===== config.mk =====
export PLATFORM = sky130hd
export DESIGN_NAME = mias_top
export DESIGN_NICKNAME = d
export VERILOG_FILES = /design/src/mias_pkg.sv /design/src/mias_strap.sv /design/src/mias_top.sv
export SDC_FILE = /design/constraint.sdc
export NUM_CORES = 2
export LEC_CHECK = 0
export ABC_AREA = 1
export ABC_CLOCK_PERIOD_IN_PS = 78800
export BUFFER_PORTS_ARGS = -buffer_cell sky130_fd_sc_hd__buf_2
export CORE_UTILIZATION = 29
export CTS_CLUSTER_DIAMETER = 200
export CTS_CLUSTER_SIZE = 20
export DETAILED_ROUTE_END_ITERATION = 12
export GPL_TIMING_DRIVEN = 0
export PLACE_DENSITY = 0.52
export SETUP_SLACK_MARGIN = 0.05
export SLEW_MARGIN = 20
export SYNTH_ARGS = -nofsm -noshare
export SYNTH_HDL_FRONTEND = slang
export SYNTH_SLANG_ARGS = --single-unit

===== constraint.sdc =====
create_clock -name clk -period 78.8 [get_ports clk]
set_clock_uncertainty 0.1 [all_clocks]
set_input_delay 15.76 -clock clk [delete_from_list [all_inputs] [get_ports clk]]
set_output_delay 15.76 -clock clk [all_outputs]
set_load 0.1 [all_outputs]

===== src/mias_pkg.sv =====
// constants for the indirect extended-register access and strap block
// assumes apb byte address = 4 * register index, phy address field above index
package mias_pkg;
   localparam int         DATA_W          = 16;
   localparam int         CFG_W           = 9;
   localparam int         N_SPACES        = 4;
   // register indices, byte address is four times the index
   localparam logic [4:0] IDX_EXT_CTRL    = 5'h0d;
   localparam logic [4:0] IDX_EXT_DATA    = 5'h0e;
   localparam logic [4:0] IDX_CFG         = 5'h18;
   localparam logic [4:0] IDX_STRAP       = 5'h19;
   localparam logic [4:0] IDX_RESET       = 5'h1a;
   // paddr layout
   localparam int         IDX_LSB         = 2;
   localparam int         IDX_MSB         = 6;
   localparam int         PHY_LSB         = 7;
   localparam int         PHY_MSB         = 11;
   // access-control fields
   localparam int         FUNC_MSB        = 15;
   localparam int         FUNC_LSB        = 14;
   localparam int         SPACE_MSB       = 4;
   localparam int         SPACE_LSB       = 0;
   localparam logic [1:0] FUNC_ADDR       = 2'h0;
   localparam logic [1:0] FUNC_DATA       = 2'h1;
   localparam logic [1:0] FUNC_INC_RW     = 2'h2;
   localparam logic [1:0] FUNC_INC_W      = 2'h3;
   localparam logic [4:0] SPACE_VENDOR_MAIN = 5'h1f;
   localparam logic [4:0] SPACE_PMA       = 5'h01;
   localparam logic [4:0] SPACE_VENDOR_3  = 5'h03;
   localparam logic [4:0] SPACE_VENDOR_7  = 5'h07;
   // configuration word layout
   localparam int         CFG_IF_LSB      = 0;
   localparam int         CFG_IF_MSB      = 2;
   localparam int         CFG_ROLE_BIT    = 3;
   localparam int         CFG_MANAGED_BIT = 4;
   localparam int         CFG_ADDR_LSB    = 5;
   localparam int         CFG_ADDR_MSB    = 8;
   localparam int         RESET_SOFT_BIT  = 0;
   // reset values
   localparam logic [15:0]      EXT_CTRL_RST = 16'h0000;
   localparam logic [15:0]      EXT_PTR_RST  = 16'h0000;
   localparam logic [15:0]      EXT_MEM_RST  = 16'h0000;
   localparam logic [CFG_W-1:0] CFG_RST      = 9'h000;
   // strap levels and sampling delay in cycles after reset release
   localparam logic [1:0] LVL_1           = 2'h1;
   localparam logic [1:0] LVL_2           = 2'h2;
   localparam logic [1:0] LVL_3           = 2'h3;
   localparam logic [1:0] SAMPLE_DLY      = 2'h3;
endpackage


===== src/mias_strap.sv =====
// strap synchroniser, level resolver and latch
// assumes strap pins settle before reset release; resample is a one-cycle pulse
`timescale 1ns/100ps
module mias_strap (
   // clock and reset
   input  logic                        clk,
   input  logic                        rst,
   input  logic                        resample,
   // strap pins, asynchronous
   input  logic                        rx_data_pin_0,
   input  logic                        rx_data_pin_1,
   input  logic                        rx_data_pin_2,
   input  logic                        indicator_pin_0,
   input  logic                        indicator_pin_1,
   input  logic [1:0]                  rx_ctrl_lvl,
   input  logic [1:0]                  second_strap_lvl,
   // latched configuration
   output logic [mias_pkg::CFG_W-1:0]  strap_cfg,
   output logic                        strap_valid
);
   localparam int PIN_W = 9;

   logic [PIN_W-1:0]           meta_reg;
   logic [PIN_W-1:0]           sync_reg;
   logic [1:0]                 cnt_reg;
   logic [mias_pkg::CFG_W-1:0] latch_reg;
   logic                       valid_reg;
   logic [1:0]                 lvl_a;
   logic [1:0]                 lvl_b;
   logic [mias_pkg::CFG_W-1:0] cfg_now;

   // threshold pair to level: bit1 upper, bit0 lower
   function automatic logic [1:0] level3(input logic [1:0] th);
      if (th[1]) begin
         level3 = mias_pkg::LVL_3;
      end else if (th[0]) begin
         level3 = mias_pkg::LVL_2;
      end else begin
         level3 = mias_pkg::LVL_1;
      end
   endfunction

   function automatic logic [3:0] addr_map(input logic [1:0] a, input logic [1:0] b);
      case ({a, b})
         {mias_pkg::LVL_2, mias_pkg::LVL_1}: addr_map = 4'h4;
         {mias_pkg::LVL_3, mias_pkg::LVL_1}: addr_map = 4'h5;
         {mias_pkg::LVL_1, mias_pkg::LVL_2}: addr_map = 4'h8;
         {mias_pkg::LVL_1, mias_pkg::LVL_3}: addr_map = 4'ha;
         {mias_pkg::LVL_2, mias_pkg::LVL_2}: addr_map = 4'hc;
         {mias_pkg::LVL_3, mias_pkg::LVL_2}: addr_map = 4'hd;
         {mias_pkg::LVL_2, mias_pkg::LVL_3}: addr_map = 4'he;
         {mias_pkg::LVL_3, mias_pkg::LVL_3}: addr_map = 4'hf;
         default:                            addr_map = 4'h0;
      endcase
   endfunction

   // two-flop synchroniser
   always_ff @(posedge clk or posedge rst) begin
      if (rst) begin
         meta_reg <= 9'h000;
         sync_reg <= 9'h000;
      end else begin
         meta_reg <= {second_strap_lvl, rx_ctrl_lvl, indicator_pin_1, indicator_pin_0,
                      rx_data_pin_2, rx_data_pin_1, rx_data_pin_0};
         sync_reg <= meta_reg;
      end
   end

   assign lvl_a   = level3(sync_reg[6:5]);
   assign lvl_b   = level3(sync_reg[8:7]);
   assign cfg_now = {addr_map(lvl_a, lvl_b), sync_reg[4:0]};

   // sampling countdown, rearmed by hardware or register reset
   always_ff @(posedge clk or posedge rst) begin
      if (rst) begin
         cnt_reg <= mias_pkg::SAMPLE_DLY;
      end else if (resample) begin
         cnt_reg <= mias_pkg::SAMPLE_DLY;
      end else if (cnt_reg != 2'h0) begin
         cnt_reg <= cnt_reg - 2'h1;
      end
   end

   always_ff @(posedge clk or posedge rst) begin
      if (rst) begin
         latch_reg <= mias_pkg::CFG_RST;
         valid_reg <= 1'b0;
      end else begin
         valid_reg <= (cnt_reg == 2'h1) && !resample;
         if ((cnt_reg == 2'h1) && !resample) begin
            latch_reg <= cfg_now;
         end
      end
   end

   assign strap_cfg   = latch_reg;
   assign strap_valid = valid_reg;
endmodule


===== src/mias_top.sv =====
// apb register bank: indirect extended access and strap configuration
// assumes an apb master on clk and strap pins stable around reset
// Overview of operation
// - control bits 15:14 function, 4:0 space
// - unsupported space codes make data access ignored
// - write-only increment keeps pointer on reads
// - incrementing writes store then advance pointer
// - function 10 reads return then advance pointer
// - non-incrementing read returns selected location repeatedly
// - straps sampled at every hardware or register reset
// - each strap resolved as two or three levels
// - strap settings also writable through registers
// - three receive pins form host interface select
// - select 000 serial, 001-011 reserved
// - select 1xx reduced timing, tx clock shift at 101 and 110, rx clock shift at 110 and 111, none at 100
// - first indicator strap picks line role
// - second indicator strap picks managed operation
// - two three-level straps map to station address
`timescale 1ns/100ps
module mias_top #(
   parameter int ADDR_W = 4
) (
   // clock and reset
   input  logic        clk,
   input  logic        rst,
   // apb slave
   input  logic [11:0] paddr,
   input  logic        psel,
   input  logic        penable,
   input  logic        pwrite,
   input  logic [31:0] pwdata,
   output logic [31:0] prdata,
   output logic        pready,
   output logic        pslverr,
   // strap pins
   input  logic        rx_data_pin_0,
   input  logic        rx_data_pin_1,
   input  logic        rx_data_pin_2,
   input  logic        indicator_pin_0,
   input  logic        indicator_pin_1,
   input  logic [1:0]  rx_ctrl_lvl,
   input  logic [1:0]  second_strap_lvl,
   // resolved configuration
   output logic [2:0]  host_if_select,
   output logic        host_if_serial,
   output logic        host_if_rgmii,
   output logic        host_if_reserved,
   output logic        rgmii_tx_shift,
   output logic        rgmii_rx_shift,
   output logic        line_role_select,
   output logic        managed_mode,
   output logic [3:0]  station_addr
);
   localparam int MEM_D = mias_pkg::N_SPACES * (2 ** ADDR_W);

   logic [15:0]                ctrl_reg;
   logic [15:0]                ptr_reg [mias_pkg::N_SPACES];
   logic [15:0]                mem_reg [MEM_D];
   logic [mias_pkg::CFG_W-1:0] cfg_reg;
   logic [31:0]                prdata_reg;
   logic                       pready_reg;
   logic                       pslverr_reg;
   logic                       soft_rst_reg;
   logic                       serial_reg;
   logic                       rgmii_reg;
   logic                       reserved_reg;
   logic                       tx_shift_reg;
   logic                       rx_shift_reg;
   logic [mias_pkg::CFG_W-1:0] strap_cfg;
   logic                       strap_valid;
   logic [4:0]                 idx;
   logic                       phy_match;
   logic                       hit_ctrl;
   logic                       hit_data;
   logic                       hit_cfg;
   logic                       hit_strap;
   logic                       hit_reset;
   logic                       mapped;
   logic [1:0]                 func;
   logic                       sp_ok;
   logic [1:0]                 sp_idx;
   logic [15:0]                ptr_cur;
   logic [ADDR_W+1:0]          mem_idx;
   logic [15:0]                mem_rd;
   logic                       access;
   logic                       fire;
   logic                       wr;
   logic                       rd;
   logic                       ptr_load;
   logic                       ptr_inc;
   logic                       mem_wr;
   logic [31:0]                rdata_next;
   logic                       err_next;

   // space code to {supported, index}
   function automatic logic [2:0] space_hit(input logic [4:0] s);
      case (s)
         mias_pkg::SPACE_VENDOR_MAIN: space_hit = 3'h4;
         mias_pkg::SPACE_PMA:         space_hit = 3'h5;
         mias_pkg::SPACE_VENDOR_3:    space_hit = 3'h6;
         mias_pkg::SPACE_VENDOR_7:    space_hit = 3'h7;
         default:                     space_hit = 3'h0;
      endcase
   endfunction

   mias_strap u_strap (
      .clk              (clk),
      .rst              (rst),
      .resample         (soft_rst_reg),
      .rx_data_pin_0    (rx_data_pin_0),
      .rx_data_pin_1    (rx_data_pin_1),
      .rx_data_pin_2    (rx_data_pin_2),
      .indicator_pin_0  (indicator_pin_0),
      .indicator_pin_1  (indicator_pin_1),
      .rx_ctrl_lvl      (rx_ctrl_lvl),
      .second_strap_lvl (second_strap_lvl),
      .strap_cfg        (strap_cfg),
      .strap_valid      (strap_valid)
   );

   // address decode
   assign idx       = paddr[mias_pkg::IDX_MSB:mias_pkg::IDX_LSB];
   assign phy_match = paddr[mias_pkg::PHY_MSB:mias_pkg::PHY_LSB] ==
                      {1'b0, cfg_reg[mias_pkg::CFG_ADDR_MSB:mias_pkg::CFG_ADDR_LSB]};
   assign hit_ctrl  = idx == mias_pkg::IDX_EXT_CTRL;
   assign hit_data  = idx == mias_pkg::IDX_EXT_DATA;
   assign hit_cfg   = idx == mias_pkg::IDX_CFG;
   assign hit_strap = idx == mias_pkg::IDX_STRAP;
   assign hit_reset = idx == mias_pkg::IDX_RESET;
   assign mapped    = hit_ctrl | hit_data | hit_cfg | hit_strap | hit_reset;

   // extended access decode
   assign func            = ctrl_reg[mias_pkg::FUNC_MSB:mias_pkg::FUNC_LSB];
   assign {sp_ok, sp_idx} = space_hit(ctrl_reg[mias_pkg::SPACE_MSB:mias_pkg::SPACE_LSB]);
   assign ptr_cur         = ptr_reg[sp_idx];
   assign mem_idx         = {sp_idx, ptr_cur[ADDR_W-1:0]};
   assign mem_rd          = mem_reg[mem_idx];

   // apb phases: one wait state, effect at the ready edge
   assign access   = psel & penable & !pready_reg;
   assign fire     = psel & penable & pready_reg;
   assign wr       = fire & pwrite & phy_match;
   assign rd       = fire & !pwrite & phy_match;
   assign ptr_load = wr & hit_data & sp_ok & (func == mias_pkg::FUNC_ADDR);
   assign ptr_inc  = hit_data & sp_ok & ((wr & func[1]) |
                     (rd & (func == mias_pkg::FUNC_INC_RW)));
   assign mem_wr   = wr & hit_data & sp_ok & (func != mias_pkg::FUNC_ADDR);

   always_comb begin
      rdata_next = 32'h0;
      err_next   = 1'b0;
      if (!phy_match || !mapped) begin
         err_next = 1'b1;
      end else if (hit_ctrl) begin
         rdata_next = {16'h0, ctrl_reg};
      end else if (hit_data) begin
         if (sp_ok && (func == mias_pkg::FUNC_ADDR)) begin
            rdata_next = {16'h0, ptr_cur};
         end else if (sp_ok) begin
            rdata_next = {16'h0, mem_rd};
         end
      end else if (hit_cfg) begin
         rdata_next = {{(32-mias_pkg::CFG_W){1'b0}}, cfg_reg};
      end else if (hit_strap) begin
         rdata_next = {{(32-mias_pkg::CFG_W){1'b0}}, strap_cfg};
      end
   end

   always_ff @(posedge clk or posedge rst) begin
      if (rst) begin
         pready_reg  <= 1'b0;
         prdata_reg  <= 32'h0;
         pslverr_reg <= 1'b0;
      end else begin
         pready_reg <= access;
         if (access) begin
            prdata_reg  <= pwrite ? 32'h0 : rdata_next;
            pslverr_reg <= err_next;
         end else if (fire) begin
            prdata_reg  <= 32'h0;
            pslverr_reg <= 1'b0;
         end
      end
   end

   always_ff @(posedge clk or posedge rst) begin
      if (rst) begin
         ctrl_reg <= mias_pkg::EXT_CTRL_RST;
      end else if (soft_rst_reg) begin
         ctrl_reg <= mias_pkg::EXT_CTRL_RST;
      end else if (wr && hit_ctrl) begin
         ctrl_reg <= pwdata[15:0];
      end
   end

   // one address pointer per space
   always_ff @(posedge clk or posedge rst) begin
      if (rst) begin
         for (int i = 0; i < mias_pkg::N_SPACES; i++) begin
            ptr_reg[i] <= mias_pkg::EXT_PTR_RST;
         end
      end else if (soft_rst_reg) begin
         for (int i = 0; i < mias_pkg::N_SPACES; i++) begin
            ptr_reg[i] <= mias_pkg::EXT_PTR_RST;
         end
      end else if (ptr_load) begin
         ptr_reg[sp_idx] <= pwdata[15:0];
      end else if (ptr_inc) begin
         ptr_reg[sp_idx] <= ptr_cur + 16'h1;
      end
   end

   // extended register storage, low pointer bits index it
   always_ff @(posedge clk or posedge rst) begin
      if (rst) begin
         for (int i = 0; i < MEM_D; i++) begin
            mem_reg[i] <= mias_pkg::EXT_MEM_RST;
         end
      end else if (soft_rst_reg) begin
         for (int i = 0; i < MEM_D; i++) begin
            mem_reg[i] <= mias_pkg::EXT_MEM_RST;
         end
      end else if (mem_wr) begin
         mem_reg[mem_idx] <= pwdata[15:0];
      end
   end

   always_ff @(posedge clk or posedge rst) begin
      if (rst) begin
         soft_rst_reg <= 1'b0;
      end else begin
         soft_rst_reg <= wr & hit_reset & pwdata[mias_pkg::RESET_SOFT_BIT];
      end
   end

   // strap result loaded after each reset, software may override
   always_ff @(posedge clk or posedge rst) begin
      if (rst) begin
         cfg_reg <= mias_pkg::CFG_RST;
      end else if (strap_valid) begin
         cfg_reg <= strap_cfg;
      end else if (wr && hit_cfg) begin
         cfg_reg <= pwdata[mias_pkg::CFG_W-1:0];
      end
   end

   always_ff @(posedge clk or posedge rst) begin
      if (rst) begin
         serial_reg   <= 1'b0;
         rgmii_reg    <= 1'b0;
         reserved_reg <= 1'b0;
         tx_shift_reg <= 1'b0;
         rx_shift_reg <= 1'b0;
      end else begin
         serial_reg   <= cfg_reg[2:0] == 3'h0;
         reserved_reg <= !cfg_reg[2] && (cfg_reg[1:0] != 2'h0);
         rgmii_reg    <= cfg_reg[2];
         tx_shift_reg <= cfg_reg[2] && (cfg_reg[1:0] inside {2'h1, 2'h2});
         rx_shift_reg <= cfg_reg[2] && cfg_reg[1];
      end
   end

   assign prdata           = prdata_reg;
   assign pready           = pready_reg;
   assign pslverr          = pslverr_reg;
   assign host_if_select   = cfg_reg[mias_pkg::CFG_IF_MSB:mias_pkg::CFG_IF_LSB];
   assign host_if_serial   = serial_reg;
   assign host_if_rgmii    = rgmii_reg;
   assign host_if_reserved = reserved_reg;
   assign rgmii_tx_shift   = tx_shift_reg;
   assign rgmii_rx_shift   = rx_shift_reg;
   assign line_role_select = cfg_reg[mias_pkg::CFG_ROLE_BIT];
   assign managed_mode     = cfg_reg[mias_pkg::CFG_MANAGED_BIT];
   assign station_addr     = cfg_reg[mias_pkg::CFG_ADDR_MSB:mias_pkg::CFG_ADDR_LSB];
endmodule


# == Word level (Yosys, flattened, before mapping) ==
# Memory sizes are Yosys's and may differ from the RTL's. A register that Yosys moved wholly into a read port is not among the register bits.
# Cells that the tools add are included.
# totals
regBits,1183
word_cells,199
mem_count,1
inputBits,58
latch_bits,0
rom_bits,64
mem_bits_rw,0
# memory_table
name,words,width,read_ports,rd_clocked_by_memory_dff,wr,line_no,text
(no name shown),16,4,1,1,0,mias_strap.sv:44,"case ({a, b})"
# op_classes
order_cmp,4
n_addsub,2
shifts,0
n_reduce_logical,28
n_div,0
n_eq_ne,14
bitwise,24
n_mux,42
mul,0
# op_table
op,count
two-way mux 1024 bit,2
bitwise mux 1024 bit,1
two-way mux 32 bit,6
two-way mux 64 bit,3
two-way mux 16 bit,10
bitwise mux 64 bit,2
binary-select mux 16 bit (select 6 bit),1
demux 16 bit (select 6 bit),1
two-way mux 9 bit,4
binary-select mux 16 bit (select 2 bit),1
demux 16 bit (select 2 bit),1
"equality test 5 bit, second input constant",4
nonzero test 2 bit,9
bitwise AND 1 bit,17
"adder 16 x 1 -> 16 bit, second input constant",1
two-way mux 2 bit,6
case mux 3 bit (4 select lines),1
"equality test 5 x 4 -> 1 bit, second input constant",2
logical AND 1 bit,9
"greater-or-equal comparator 7 bit, second input constant",1
"less-than comparator 7 x 1 -> 1 bit, second input constant",1
NOT 6 -> 7 bit,1
logical NOT 1 bit,6
"equality test 5 x 1 -> 1 bit, second input constant",1
other kinds (15),23

# == Depth between registers and ports, before layout ==
# depth
ltp_word,17
mapped_depth,25
ltp_nobuf,22

# == By module ==
# A second synthesis with hierarchy kept.
# hier_totals
cells_unflattened,7388
hier_area_um2,56858.3
# modules_own_cells
mod,instances,seq_area_each_um2,cells_per_inst,area_per_inst_um2
mias_top,1,28452.3,7307,55859.8
mias_strap,1,753.2,81,998.5

# == Least setup slack after synthesis ==
# OpenSTA, ideal clock, no wires.
# synth_timing
kind,in2reg
start,input pwrite
end,register mem_reg[912] (netlist bit)
setup_slack_ps,60926
n_path_buf,2
path_stages,9
t_arrival_ps,17639
cell_sequence,inv_1 -> nor3_1 -> nand2_1 -> nor3_2 -> buf_2 -> nand3_1 -> nand2_1 -> buf_2 -> o22ai_1
# synth_between
elab_chain_cells,6
# synth_rtl
element,line_no,text
"start, declared",mias_top.sv:30,"input logic pwrite,"
bitwise AND 1 bit (2 in series),mias_top.sv:142,assign wr = fire & pwrite & phy_match;
bitwise AND 1 bit (3 in series),mias_top.sv:147,assign mem_wr = wr & hit_data & sp_ok & (func != mias_pkg::FUNC_ADDR);
nonzero test 2 bit (no line),n/a,
"end signal, assigned by index",mias_top.sv:217,mem_reg[i] <= mias_pkg::EXT_MEM_RST;
"end signal, assigned by index",mias_top.sv:221,mem_reg[i] <= mias_pkg::EXT_MEM_RST;
"end signal, assigned by index",mias_top.sv:224,mem_reg[mem_idx] <= pwdata[15:0];
"end, declared",mias_top.sv:58,logic [15:0] mem_reg [MEM_D];
# Every way passes these cells.
# A chain may end at the register's enable or synchronous reset.

# == Worst setup path in the final report ==
# layout_timing
start,input paddr[6]
end,register mem_reg[310] (netlist bit)
# layout_between
elab_chain_cells,5
# layout_rtl
element,line_no,text
"start, declared",mias_top.sv:27,"input logic [11:0] paddr,"
equality test 5 x 4 -> 1 bit,mias_top.sv:126,assign hit_data = idx == mias_pkg::IDX_EXT_DATA;
bitwise AND 1 bit (3 in series),mias_top.sv:147,
nonzero test 2 bit (no line),n/a,
# Every way passes these cells.

==> results.txt <==
The run finished with clean final reports. The initial core utilization came out at 29.3%. The largest vdd supply drop is 0.0000156 V. On the final layout, the worst hold slack is 254 ps. Leaving out fill and tap cells, the most frequent cell in the layout is nand2_1. The mapped netlist covers 56,600 sq um. The number of maximum-capacitance constraint violations is 0. The mean routed wirelength per cell came out at 31.0 microns. The power per unit of standard cell area is 19.5 nW/um^2. The share of the yosys chip area belonging to registers came out at 51.6%. TritonCTS built the clock tree. In the routed design, unresolved DRC markers number 0. The global-route total usage across every layer is 31.0%. The worst register-to-register path begins at ctrl_reg[2].

Traced cell by cell, the critical path runs through buf_2, nand3b_1, nor3_1, nand2_2, nor2_2, nand3_2, nor2_2, nand2_1, nand2_1, buf_2, o22ai_1. The slew of the pin with the lowest slew margin came out at 1350 ps. The remaining antenna violation count after routing is 0. The number of input and output port buffers inserted came out at 71.

STA classifies the critical path startpoint as an input port. For this run, the leading register cell type out of synthesis is dfrtp_1. The launching instance or port of the critical path is paddr[6]. The detailed router finished its first iteration with 8,178 violations. The static leakage is 31.3 nW.

The setup path with the least slack is of type in -> reg. The signal arrival time at the worst endpoint came out at 19,630 ps. Setup repair after global routing left no endpoint under its margin. The number of warning messages in the yosys log is 0. The instance count of the mapped netlist is 7,356.

The number of distinct library cells after synthesis came out at 41. The detailed-routing wirelength on met1 came out at 124,000 microns. In the final design database the tool counted 7,603 nets. The synthesized flop and latch total came out at 1,167. The die covers 197,000 sq um. Relative to the synthesized area, the layout overhead comes to 11.1%. The master cell of the clock root buffer is clkbuf_16. Buffers added to address setup during post-CTS repair amount to 0.

In this run the horizontal extent of the chip is 444 microns. The number of pins with negative max-slew slack in the final report came out at 0. The uppermost layer routed is met5.

The number of clock buffers added by TritonCTS is 68. After routing, the total negative slack on setup checks comes to 0 ps. The fmax is 52.2 MHz. The critical path ends at mem_reg[310]. The core box area is 193,000 sq um.

The quantity of hold-fixing buffers added after cts is 0. The die height came out at 444 microns. The clock network latency to the later pin of the worst-skew pair came out at 780 ps. The final critical delay including setup and external delays is 19,170 ps. The detailed-route vias per instance is 5.69. The tightest min-delay check is of the reg -> reg type. The number of iterations in the first detailed-routing pass is 6. The setup slack on the worst flop-to-flop path came out at 72,700 ps.

The count of pins on the block boundary came out at 106. For the worst setup path, the data required time is 79,260 ps. The number of global-route vias before repair was 53,735. The overall via count from detail_route came out at 57,452. The part of the cycle the worst path needs is 24.3%. The async set-reset flop share out of synthesis came out at 100%. Clock-pin slew was measured on the worst setup and hold paths at 90 ps.

In this run, synthesis inferred 0 flip-flops with an integrated enable. The initial antenna violation count is 19. STA classifies the critical path endpoint as a flip-flop.

The number of rows in the core area came out at 161. The wire length on met2 is 130,000 microns. At the end of routability-driven placement, the weighted congestion stood at 1.09. The post-cts resize count came out at 0. The setup-violating endpoint count in the final report came out at 0.

The final wirelength is 313,000 microns. The number of levels in the clock H-tree came out at 3. The routed length on met3 is 36,700 microns. The number of clock sinks came out at 1,167. In the layout the commonest cells are 2,442 x nand2_1, 1,165 x dfrtp_1, 911 x inv_1, 836 x o22ai_1, 621 x nand3_1. The register with the most flip-flops in the layout has 1,024 of them.

The detailed-placement wirelength estimate came out at 223,000 microns. For this run, the slowest stage of the critical path takes 650 ps. Headroom to the max-slew limit came out at 10.0%. On the critical path, the stage with the largest delay is an instance of nand2_1. The maximum buffer depth of the clock tree came out at 3. The first global-routing pass estimated 428,000 microns of wire. The final-report hold violation count came out at 0. The maximum fanout count along the critical path came out at 10. The endpoint identified for the worst register-to-register timing path is mem_reg[578]. The fraction of layout cells with a size suffix above 1 is 5.53%. The number of cell instances on the worst register-to-register path came out at 14. The maximum number of pins on one net before global-route repair is 105. Dividing the synthesized area by the synthesized cell count gives 7.70 sq um. After global routing the overflow that remains totals 0.
critical path, delay by kind of cell:
family | cells | cell delay, ps
buffers and inverters | 2 | 610
AND/OR/NAND/NOR | 8 | 3080
AO/OA/AOI/OAI | 1 | 140
cells in the mapped netlist, types with 2 or more instances:
master       n  area share [%]
dfstp_2      2           0.093
a32o_1       4           0.071
xor2_1       4           0.062
inv_2        8           0.053
inv_1      912             6.0
clkinv_1     6           0.040
nor2_2       6           0.066
xnor2_1      2           0.031
buf_4       26            0.34
a21oi_1     41            0.36
o21ai_1      6           0.053
nand4_1     13            0.14
o21a_1       2           0.026
nor3_2       6            0.11
buf_1       61            0.40
nor2_1     115            0.76
o21ai_0    505             4.5
nor3_1      17            0.15
nand3_1    621             5.5
or2_2        5           0.055
buf_2       71            0.63
o22ai_1    836             9.2
nand2_1   2442              16
ha_1         4           0.088
nor3_4       6            0.17
nand2_2     18            0.20
a31oi_1      6           0.066
o31ai_1     13            0.17
o211ai_1     4           0.053
dfrtp_1   1165              51
clkbuf_1   419             2.8
worst min path at each step:
stage	slack [ps]	endpoint	start	cells past startpoint
after floorplan	230	u_strap.sync_reg[0]	u_strap.meta_reg[0]	0
after global placement	240	u_strap.sync_reg[5]	u_strap.meta_reg[5]	0
after detailed placement	240	u_strap.sync_reg[4]	u_strap.meta_reg[4]	0
after CTS	260	u_strap.sync_reg[4]	u_strap.meta_reg[4]	0
after global routing	260	u_strap.sync_reg[4]	u_strap.meta_reg[4]	0
final	250	u_strap.sync_reg[4]	u_strap.meta_reg[4]	0
per-stage QoR:
step	cells	util, %	cell area [sq um]	setup WS, ps	power [mW]
6_report	10092	32.6	62900	59630	1.23
5_1_grt	10079	32.6	62900	59750	1.25
4_1_cts	10076	32.5	62900	59880	1.22
3_5_place_dp	9995	31.6	61000	59090	0.835
3_3_place_gp	9968	31.2	60200	14840	0.833
2_1_floorplan	7371	-	56700	30070	0.742
layout make-up:
| class | instances | area [sq um] |
|---|---|---|
| fillers | 20849 | 130000 |
| flip-flops and latches | 1167 | 29200 |
| multi-input cells | 4701 | 21700 |
| inverters | 926 | 3480 |
| well taps | 2526 | 3160 |
| plain buffers | 577 | 2460 |
| clock buffers | 76 | 1800 |
| repair buffers | 100 | 1010 |
| clock inverters | 5 | 66.3 |
| diodes | 14 | 35.0 |
metal layers:
layer	track usage (%)	vias to the layer above
met1	41.1	28604
met2	44.8	3846
met5	0	-
met4	19.1	10
li1	-	24167
met3	8.58	825
cell families after synthesis:
| kind of cell | count (synthesis) | synth area share, % |
|---|---|---|
| simple gates | 3255 | 23.4 |
| buf+inv | 1503 | 10.3 |
| xor+xnor | 6 | 0.0928 |
| other cells | 1 | 0.00662 |
| fa+ha+maj | 4 | 0.0884 |
| compound gates | 1420 | 14.5 |
| flops | 1167 | 51.6 |
power breakdown:
group          switching, mW  leakage [nW]  internal (mW)
clock network          0.228         0.911          0.164
registers            0.00831          16.0          0.606
logic                  0.179          14.4         0.0410
total                  0.415          31.3          0.811
(Power assumes the default switching activity.)
